File: src/hw/sss_pkg.sv
// Package of constants for the safe stop sequencer.
package sss_pkg;
    localparam logic [5:0]  ADR_CTRL        = 6'h00;
    localparam logic [5:0]  ADR_SELECT      = 6'h04;
    localparam logic [5:0]  ADR_STOP_DELAY  = 6'h08;
    localparam logic [5:0]  ADR_DISC_TIME   = 6'h0C;
    localparam logic [5:0]  ADR_TRANS_TIME  = 6'h10;
    localparam logic [5:0]  ADR_ENABLE      = 6'h14;
    localparam logic [5:0]  ADR_MSG_CFG     = 6'h18;
    localparam logic [5:0]  ADR_STATUS      = 6'h1C;
    localparam logic [5:0]  ADR_BRAKE_TYPE  = 6'h20;
    localparam logic [7:0]  ENA_TERMINALS   = 8'h01;
    localparam logic [7:0]  ENA_FIELDBUS    = 8'h08;
    localparam logic [7:0]  ENA_BOTH        = 8'h09;
    localparam int          ENA_EXT_BIT     = 6;
    localparam logic [15:0] RST_DELAY       = 16'h0000;
    localparam logic [15:0] RST_DISC        = 16'h0001;
    localparam logic [15:0] RST_TRANS       = 16'h0001;
    localparam logic [7:0]  RST_ENABLE      = 8'h00;
    localparam logic [1:0]  MSG_NONE        = 2'h0;
    localparam logic [1:0]  MSG_ALARM       = 2'h1;
    localparam logic [1:0]  MSG_FAULT       = 2'h2;
    localparam real         MCLK_NS         = 25.0;
    localparam real         CYCLE_US        = 4000.0;
    localparam int          CYCLE_CLKS      = int'(CYCLE_US * 1000.0 / MCLK_NS);
endpackage

File: src/hw/sss_channel.sv
// One monitoring channel: safe stop delay timer and torque disconnect state.
`timescale 1ns/10ps
`default_nettype none
module sss_channel (
    input  wire logic        clk,
    input  wire logic        rst_n,
    input  wire logic        tick,
    input  wire logic        sel_torque_off,
    input  wire logic        sel_stop,
    input  wire logic [15:0] stop_delay,
    output logic             stop_running,
    output logic             expired,
    output logic             torque_off
);
    logic [15:0] count;
    logic        done;

    always_ff @(posedge clk or negedge rst_n) begin
        if (!rst_n) begin
            count        <= 16'h0000;
            stop_running <= 1'b0;
            expired      <= 1'b0;
            done         <= 1'b0;
        end else if (tick) begin
            expired <= 1'b0;
            if (!stop_running && !done && sel_stop) begin
                stop_running <= 1'b1;
                count        <= stop_delay;
            end else if (stop_running) begin
                if (count <= 16'h0001) begin
                    stop_running <= 1'b0;
                    expired      <= 1'b1;
                    done         <= 1'b1;
                end else begin
                    count <= count - 16'h0001;
                end
            end else if (!sel_stop) begin
                done <= 1'b0;
            end
        end
    end

    always_ff @(posedge clk or negedge rst_n) begin
        if (!rst_n) begin
            torque_off <= 1'b1;
        end else if (tick) begin
            torque_off <= sel_torque_off | expired | done;
        end
    end
endmodule
`default_nettype wire

File: src/hw/sss_top.sv
// Safe stop sequencer top level with Wishbone register slave.
//
// Overview of operation
// - One-channel select/deselect within discrepancy time suppresses pulses, message only if configured.
// - Torque disconnect beats armature short-circuit and cancels an active one.
// - Timed safe stop ramps via quick stop, then torque disconnect after delay.
// - Delay above zero: terminals select only timed stop; fieldbus selects either.
// - Delay zero: every source selects only torque disconnect.
// - Delay timer runs to expiry; then disconnect and brake hold until deselection.
// - One-channel selection coasts after discrepancy plus transition if delay not shorter.
// - Delay timer is duplicated per channel; ramp runs on one channel.
// - Timed safe stop forces setpoint limit zero in all three indices.
// - External stop starts delay without ramp and reports selection.
// - External stop brakes nothing itself; only disconnect and brake at expiry.
// - Status words and configurable messages report disconnect and timed stop.
// - Timed stop available only with enable value 1, 8, 9 or extension bit.
// - Brake driven open and closed through two channels.
// - Detected safe brake relay defaults brake type setting to zero.
// - Selection suppresses pulses per channel and closes brake; deselect releases.
// - Brake control acts only together with torque disconnect.
//
// The Wishbone register port and the register addresses are this design's own decisions.
`timescale 1ns/10ps
`default_nettype none
module sss_top #(
    parameter int CYCLE_CLKS = sss_pkg::CYCLE_CLKS
) (
    input  wire logic        MCLK,
    input  wire logic        RESETN,
    input  wire logic        WB_CYC_I,
    input  wire logic        WB_STB_I,
    input  wire logic        WB_WE_I,
    input  wire logic [7:0]  WB_ADR_I,
    input  wire logic [3:0]  WB_SEL_I,
    input  wire logic [31:0] WB_DAT_I,
    output logic      [31:0] WB_DAT_O,
    output logic             WB_ACK_O,
    input  wire logic [1:0]  TERM_SEL_N,
    input  wire logic        BRAKE_RELAY_PRESENT,
    output logic      [1:0]  PULSE_SUPPRESS,
    output logic      [1:0]  BRAKE_CLOSE,
    output logic             QUICK_STOP,
    output logic             SETPOINT_LIMIT_ZERO,
    output logic             STOP_INFO,
    output logic             ARMATURE_SHORT,
    output logic             MSG_TORQUE_OFF,
    output logic             MSG_SAFE_STOP
);
    if (CYCLE_CLKS < 2) begin : g_bad_cycle
        $error("CYCLE_CLKS must be at least 2.");
    end

    ////////////////////////////////////////////////////////////////////////////
    logic [1:0]  term_meta;
    logic [1:0]  term_sync;
    logic [1:0]  relay_sync;
    logic [31:0] tick_cnt;
    logic        tick;
    logic [7:0]  enable;
    logic [15:0] stop_delay;
    logic [15:0] disc_time;
    logic [15:0] trans_time;
    logic        ext_stop_sel;
    logic        arm_short_req;
    logic [1:0]  fb_sel_torque_off;
    logic [1:0]  fb_sel_stop;
    logic [1:0]  msg_cfg_torque;
    logic [1:0]  msg_cfg_stop;
    logic        brake_type;
    logic        relay_seen;
    logic [1:0]  disc_events;
    logic [15:0] disc_cnt;
    logic        disc_active;
    logic        coast;
    logic [1:0]  ch_running;
    logic [1:0]  ch_expired;
    logic [1:0]  ch_torque_off;
    logic [1:0]  sel_to;
    logic [1:0]  sel_ss;
    logic        stop_avail;
    logic [16:0] coast_limit;
    logic [15:0] status;

    always_ff @(posedge MCLK or negedge RESETN) begin
        if (!RESETN) begin
            term_meta  <= 2'h0;
            term_sync  <= 2'h0;
            relay_sync <= 2'h0;
        end else begin
            term_meta  <= ~TERM_SEL_N;
            term_sync  <= term_meta;
            relay_sync <= {relay_sync[0], BRAKE_RELAY_PRESENT};
        end
    end

    always_ff @(posedge MCLK or negedge RESETN) begin
        if (!RESETN) begin
            tick_cnt <= 32'h0;
            tick     <= 1'b0;
        end else if (tick_cnt >= 32'(CYCLE_CLKS - 1)) begin
            tick_cnt <= 32'h0;
            tick     <= 1'b1;
        end else begin
            tick_cnt <= tick_cnt + 32'h1;
            tick     <= 1'b0;
        end
    end

    ////////////////////////////////////////////////////////////////////////////
    function automatic logic avail(input logic [7:0] ena);
        avail = (ena == sss_pkg::ENA_TERMINALS) || (ena == sss_pkg::ENA_FIELDBUS)
              || (ena == sss_pkg::ENA_BOTH) || ena[sss_pkg::ENA_EXT_BIT];
    endfunction

    assign stop_avail = avail(enable) && (stop_delay != 16'h0000);
    assign coast_limit = {1'b0, disc_time} + {1'b0, trans_time};

    generate
        for (genvar i = 0; i < 2; i++) begin : g_ch
            // Terminals select only timed stop when it is enabled.
            assign sel_ss[i] = stop_avail & (term_sync[i] | fb_sel_stop[i]);
            assign sel_to[i] = (~stop_avail & (term_sync[i] | fb_sel_stop[i]))
                             | fb_sel_torque_off[i];
            sss_channel u_ch (
                .clk            (MCLK),
                .rst_n          (RESETN),
                .tick           (tick),
                .sel_torque_off (sel_to[i] | (coast & ~ch_expired[i])),
                .sel_stop       (sel_ss[i]),
                .stop_delay     (stop_delay),
                .stop_running   (ch_running[i]),
                .expired        (ch_expired[i]),
                .torque_off     (ch_torque_off[i])
            );
        end
    endgenerate

    ////////////////////////////////////////////////////////////////////////////
    assign disc_events = sel_to | sel_ss;

    always_ff @(posedge MCLK or negedge RESETN) begin
        if (!RESETN) begin
            disc_cnt    <= 16'h0;
            disc_active <= 1'b0;
            coast       <= 1'b0;
        end else if (tick) begin
            if (disc_events[0] ^ disc_events[1]) begin
                disc_active <= 1'b1;
                if (!coast) begin
                    disc_cnt <= disc_cnt + 16'h1;
                end
                if (stop_avail && ({1'b0, stop_delay} >= coast_limit)
                    && ({1'b0, disc_cnt} >= coast_limit)) begin
                    coast <= 1'b1;
                end
            end else begin
                disc_active <= 1'b0;
                disc_cnt    <= 16'h0;
                coast       <= 1'b0;
            end
        end
    end

    ////////////////////////////////////////////////////////////////////////////
    always_ff @(posedge MCLK or negedge RESETN) begin
        if (!RESETN) begin
            PULSE_SUPPRESS      <= 2'h3;
            BRAKE_CLOSE         <= 2'h3;
            QUICK_STOP          <= 1'b0;
            SETPOINT_LIMIT_ZERO <= 1'b1;
            STOP_INFO           <= 1'b0;
            ARMATURE_SHORT      <= 1'b0;
        end else begin
            PULSE_SUPPRESS <= ch_torque_off;
            BRAKE_CLOSE    <= ch_torque_off;
            QUICK_STOP     <= (|ch_running) & ~ext_stop_sel & ~coast;
            SETPOINT_LIMIT_ZERO <= (|ch_torque_off)
                                 | ((|ch_running) & ~ext_stop_sel);
            STOP_INFO      <= (|ch_running) & ext_stop_sel;
            ARMATURE_SHORT <= arm_short_req & ~(|ch_torque_off) & ~(|sel_to);
        end
    end

    always_ff @(posedge MCLK or negedge RESETN) begin
        if (!RESETN) begin
            MSG_TORQUE_OFF <= 1'b0;
            MSG_SAFE_STOP  <= 1'b0;
        end else begin
            MSG_TORQUE_OFF <= (msg_cfg_torque != sss_pkg::MSG_NONE)
                            & ((|ch_torque_off) | disc_active);
            MSG_SAFE_STOP  <= (msg_cfg_stop != sss_pkg::MSG_NONE) & (|ch_running);
        end
    end

    ////////////////////////////////////////////////////////////////////////////
    assign status = {8'h0, coast, disc_active, STOP_INFO, QUICK_STOP,
                     ch_running, ch_torque_off};

    always_ff @(posedge MCLK or negedge RESETN) begin
        if (!RESETN) begin
            relay_seen <= 1'b0;
            brake_type <= 1'b1;
        end else if (relay_sync[1] && !relay_seen) begin
            relay_seen <= 1'b1;
            brake_type <= 1'b0;
        end else if (WB_CYC_I && WB_STB_I && WB_WE_I && !WB_ACK_O && WB_SEL_I[0]
                     && WB_ADR_I == {2'h0, sss_pkg::ADR_BRAKE_TYPE}) begin
            brake_type <= WB_DAT_I[0];
        end
    end

    always_ff @(posedge MCLK or negedge RESETN) begin
        if (!RESETN) begin
            WB_ACK_O          <= 1'b0;
            WB_DAT_O          <= 32'h0;
            enable            <= sss_pkg::RST_ENABLE;
            stop_delay        <= sss_pkg::RST_DELAY;
            disc_time         <= sss_pkg::RST_DISC;
            trans_time        <= sss_pkg::RST_TRANS;
            ext_stop_sel      <= 1'b0;
            arm_short_req     <= 1'b0;
            fb_sel_torque_off <= 2'h0;
            fb_sel_stop       <= 2'h0;
            msg_cfg_torque    <= sss_pkg::MSG_NONE;
            msg_cfg_stop      <= sss_pkg::MSG_NONE;
        end else begin
            WB_ACK_O <= WB_CYC_I && WB_STB_I && !WB_ACK_O;
            WB_DAT_O <= 32'h0;
            if (WB_CYC_I && WB_STB_I && !WB_ACK_O) begin
                if (WB_ADR_I[7:6] != 2'h0) begin
                    WB_DAT_O <= 32'h0;
                end else if (WB_ADR_I[5:0] == sss_pkg::ADR_CTRL) begin
                    WB_DAT_O <= {30'h0, arm_short_req, ext_stop_sel};
                    if (WB_WE_I && WB_SEL_I[0]) begin
                        ext_stop_sel  <= WB_DAT_I[0];
                        arm_short_req <= WB_DAT_I[1];
                    end
                end else if (WB_ADR_I[5:0] == sss_pkg::ADR_SELECT) begin
                    WB_DAT_O <= {28'h0, fb_sel_stop, fb_sel_torque_off};
                    if (WB_WE_I && WB_SEL_I[0]) begin
                        fb_sel_torque_off <= WB_DAT_I[1:0];
                        fb_sel_stop       <= WB_DAT_I[3:2];
                    end
                end else if (WB_ADR_I[5:0] == sss_pkg::ADR_STOP_DELAY) begin
                    WB_DAT_O <= {16'h0, stop_delay};
                    if (WB_WE_I && WB_SEL_I[0]) stop_delay[7:0] <= WB_DAT_I[7:0];
                    if (WB_WE_I && WB_SEL_I[1]) stop_delay[15:8] <= WB_DAT_I[15:8];
                end else if (WB_ADR_I[5:0] == sss_pkg::ADR_DISC_TIME) begin
                    WB_DAT_O <= {16'h0, disc_time};
                    if (WB_WE_I && WB_SEL_I[0]) disc_time[7:0] <= WB_DAT_I[7:0];
                    if (WB_WE_I && WB_SEL_I[1]) disc_time[15:8] <= WB_DAT_I[15:8];
                end else if (WB_ADR_I[5:0] == sss_pkg::ADR_TRANS_TIME) begin
                    WB_DAT_O <= {16'h0, trans_time};
                    if (WB_WE_I && WB_SEL_I[0]) trans_time[7:0] <= WB_DAT_I[7:0];
                    if (WB_WE_I && WB_SEL_I[1]) trans_time[15:8] <= WB_DAT_I[15:8];
                end else if (WB_ADR_I[5:0] == sss_pkg::ADR_ENABLE) begin
                    WB_DAT_O <= {24'h0, enable};
                    if (WB_WE_I && WB_SEL_I[0]) enable <= WB_DAT_I[7:0];
                end else if (WB_ADR_I[5:0] == sss_pkg::ADR_MSG_CFG) begin
                    WB_DAT_O <= {28'h0, msg_cfg_stop, msg_cfg_torque};
                    if (WB_WE_I && WB_SEL_I[0]) begin
                        msg_cfg_torque <= WB_DAT_I[1:0];
                        msg_cfg_stop   <= WB_DAT_I[3:2];
                    end
                end else if (WB_ADR_I[5:0] == sss_pkg::ADR_STATUS) begin
                    WB_DAT_O <= {16'h0, status};
                end else if (WB_ADR_I[5:0] == sss_pkg::ADR_BRAKE_TYPE) begin
                    WB_DAT_O <= {30'h0, relay_seen, brake_type};
                end
            end
        end
    end
endmodule
`default_nettype wire

File: config.mk
export PLATFORM = sky130hd
export DESIGN_NAME = sss_top
export DESIGN_NICKNAME = d
export VERILOG_FILES = /design/src/hw/sss_pkg.sv /design/src/hw/sss_channel.sv /design/src/hw/sss_top.sv
export SDC_FILE = /design/constraint.sdc
export NUM_CORES = 1
export LEC_CHECK = 0
export CELL_PAD_IN_SITES_DETAIL_PLACEMENT = 0
export CELL_PAD_IN_SITES_GLOBAL_PLACEMENT = 1
export CORE_MARGIN = 3
export CORE_UTILIZATION = 54
export DETAILED_ROUTE_END_ITERATION = 8
export DONT_BUFFER_PORTS = 1
export PLACE_DENSITY_LB_ADDON = 0.2
export RECOVER_POWER = 50
export SLEW_MARGIN = 15
export SYNTH_ARGS = -nofsm -noshare
export SYNTH_HDL_FRONTEND = slang
export SYNTH_SLANG_ARGS = --single-unit
File: constraint.sdc
create_clock -name MCLK -period 7.07 [get_ports MCLK]
set_input_delay 0.707 -clock MCLK [delete_from_list [all_inputs] [get_ports MCLK]]
set_output_delay 0.707 -clock MCLK [all_outputs]
set_load 0.01 [all_outputs]
==> impl_metrics.yaml <==
synth:
  muxShareOfSynthArea_pct: 9.52
  synthCells: 987
  ys_types: 65
  synth_area_leaders: "dfrtp_1 (45%), mux2_2 (7.8%), ha_1 (6.2%)"
  synthXorXnorAreaFrac_pct: 3.83
  syn_avg_cell_area_sq_um: 10.2
  yosysWarnings: 0
  ys_seq_area_share_pct: 47.3
  synthFlopType: "dfrtp_1"
  synth_fa_ha_area_share_pct: 6.51
  yosys.area_share.simple_pct: 15.3
  yosysTopAreaCell: "dfrtp_1"
  synth_edf_count: 0
  synth_top_family_by_area: "simple AND/OR/NAND/NOR gates"
  synthArstFlopShare_pct: 100
  synth_top_area_share_pct: 45.2
  synth_area_sq_um: 10100
  synth-compound-area-share_pct: 13.7
  ys_ff_latch: 190
global_routing:
  overflow: 0
  grt_pass1_vias: 7061
  antenna_found_initial: 0
  grt_max_degree: 183
  track_usage_pct: 24.2
  grt_pass1_wl_microns: 38400
power:
  swShare_pct: 31.1
  internal_power_mw: 1.92
  ir_drop_uv: 184
  clkPwrFrac_pct: 34.5
  p_sw_mw: 0.867
  seqPwrFrac_pct: 46.8
  powerDensity_nw_per_um2: 257
  combPwrFrac_pct: 18.8
  leakagePower_nw: 4.88
worst_setup_path:
  cp-start-kind: "input pin"
  path_buf_inv: 1
  r2r_end: "coast"
  cp_top_family: "buffers and inverters"
  cp_slowest_cell: "clkbuf_2"
  worstPathArrival_ns: 3.91
  reg2reg_depth: 17
  path_class: "input pin to asynchronous set/reset pin"
  worst_setup_path_end_kind: "asynchronous set/reset pin"
  crit_chain: "clkbuf_2"
  reg2reg_slack_ns: 2.87
  cpPeakStageDelay_ns: 2.96
  worstPathRequired_ns: 6.56
  r2r-start: "disc_time[0]"
  worstPathMaxFanout: 182
sta:
  rsz0062_at_grt: "no"
  fin_crit_sh_pct: 62.5
  min_period_ns: 4.42
  holdWs_ns: 0.105
  tightest_slew_ns: 4.48
  fmax_mhz: 226
  setup_violations: 0
  layout_setup_ws_ns: 2.65
  hold_viol: 0
  maxSlewViolCount: 183
  tns_ns: 0
  max-slew-margin-rel_pct: -198
  fin_skew_ns: 0.0112
floorplanning:
  pin_count: 95
  die_w_microns: 143
  core_sq_um: 18100
  initial_core_util_pct: 55.5
  dieArea_sq_um: 20300
  chipHeight_microns: 143
  rows: 49
outcome:
  status: "finished, violations left"
  violations: "capacitance limit, slew limit"
clock_network:
  clk_latency_ns: 0.44
  path_clk_slew_ns: 0.07
  cts.sinks: 190
  cts_tree: "built"
  clock_path_buffers: 2
  numCtsBuffers: 17
  htree_levels: 4
  cts-root-buf: "clkbuf_16"
finish:
  finalNetCount: 1096
  fin_area_sq_um: 10800
  final_layout_size_suffix_gt1_share_pct: 12.6
  area_growth_pct: 7.52
  insertedDiodeCount: 0
  final_common_cell: "dfrtp_1"
  final_cell_mix: "dfrtp_1 (182), nor2_1 (134), a21oi_1 (74), mux2_2 (70), ha_1 (50)"
  fin_util_pct: 59.6
placement:
  post-dp-hpwl_microns: 17000
  dp_slack_ns: 2.96
  portBuffers: 0
  placed_cell_area_sq_um: 10200
  place_congestion: 0.847
drt:
  wl_per_cell_microns: 19.5
  drt-total-wl_microns: 24100
  antenna_left: 0
  dr.pass1.iters: 5
  drc: 0
  post_drt_via_cell_ratio: 5.95
  first_iter_violations: 503
  vias: 7344
job:
  maxCapViolCount: 1
worst_hold_path:
  hold_path.class: "input pin to asynchronous set/reset pin"
area by class of cell:
cell class	instances	area (sq um)
Fill cell	1604	7320
Multi-Input combinational cell	747	5030
Sequential cell	190	4760
Clock buffer	20	437
Tap cell	229	287
Clock inverter	12	136
Inverter	28	105
Timing Repair Buffer	9	65.1
stage by stage:
step,instances,power [mW]
after floorplan,1016,1.71
after global placement,1202,1.81
after detailed placement,1202,1.82
after CTS,1235,2.80
after global routing,1235,2.94
final,1235,2.78
cell usage after synthesis, types with 18 or more instances:
master / n
dfrtp_1: 182
nor2_1: 134
a21oi_1: 74
mux2_2: 70
ha_1: 50
o21ai_1: 45
nand2_1: 43
inv_1: 28
nand3_1: 28
nor3_1: 28
xor2_1: 27
nor4_1: 20
buf_4: 18
layer usage:
layer / part of all wire [%] / vias up / routed length [microns] / global-route usage [%]
met5: 0 / - / 0 / 0
met4: 1.6 / 0 / 374 / 6.60
met3: 4.8 / 20 / 1150 / 5.54
met2: 48 / 147 / 11500 / 37.9
met1: 46 / 3636 / 11100 / 34.1
li1: - / 3541 / - / -
power by group through the flow:
| stage | combinational, mW | sequential (mW) | clock, mW |
|---|---|---|---|
| after detailed placement | 0.504 | 1.32 | 0 |
| final | 0.523 | 1.30 | 0.960 |
| after floorplan | 0.428 | 1.28 | 0 |
| after global placement | 0.493 | 1.32 | 0 |
| after CTS | 0.527 | 1.30 | 0.976 |
| after global routing | 0.603 | 1.32 | 1.02 |
kinds of logic after synthesis:
| kind of cell | count (synthesis) |
|---|---|
| simple gates | 312 |
| compound gates | 222 |
| flops | 190 |
| mux | 87 |
| buf+inv | 79 |
| fa+ha+maj | 52 |
| xor+xnor | 44 |
| other cells | 1 |
timing repair:
action / in CTS / in global routing
setup buffers: 0 / 0
endpoints found under the hold margin: 182 / 0
resized for setup: 0 / 0
setup endpoints to repair: 0 / 0
hold buffers: 1 / 0
sequential cells by signal, summed over array words and instances, names as in the netlist, 2 cells and up:
signal	flops
BRAKE_CLOSE	2
WB_DAT_O	16
disc_cnt	16
disc_time	16
enable	8
fb_sel_stop	2
fb_sel_torque_off	2
g_ch.u_ch.count	32
g_ch.u_ch.done	2
g_ch.u_ch.expired	2
g_ch.u_ch.stop_running	2
g_ch.u_ch.torque_off	2
msg_cfg_stop	2
msg_cfg_torque	2
relay_sync	2
stop_delay	16
term_meta	2
term_sync	2
tick_cnt	32
trans_time	16
how the worst max path moves through the flow:
stage	startpoint	end	cells after the start
2_1_floorplan	disc_time[0]	coast	17
3_3_place_gp	disc_time[0]	coast	17
3_5_place_dp	disc_time[0]	coast	17
4_1_cts	disc_time[0]	coast	17
5_1_grt	RESETN	stop_delay[0]	1
6_report	RESETN	tick_cnt[13]	1
Power figures use the tool's default switching activity.
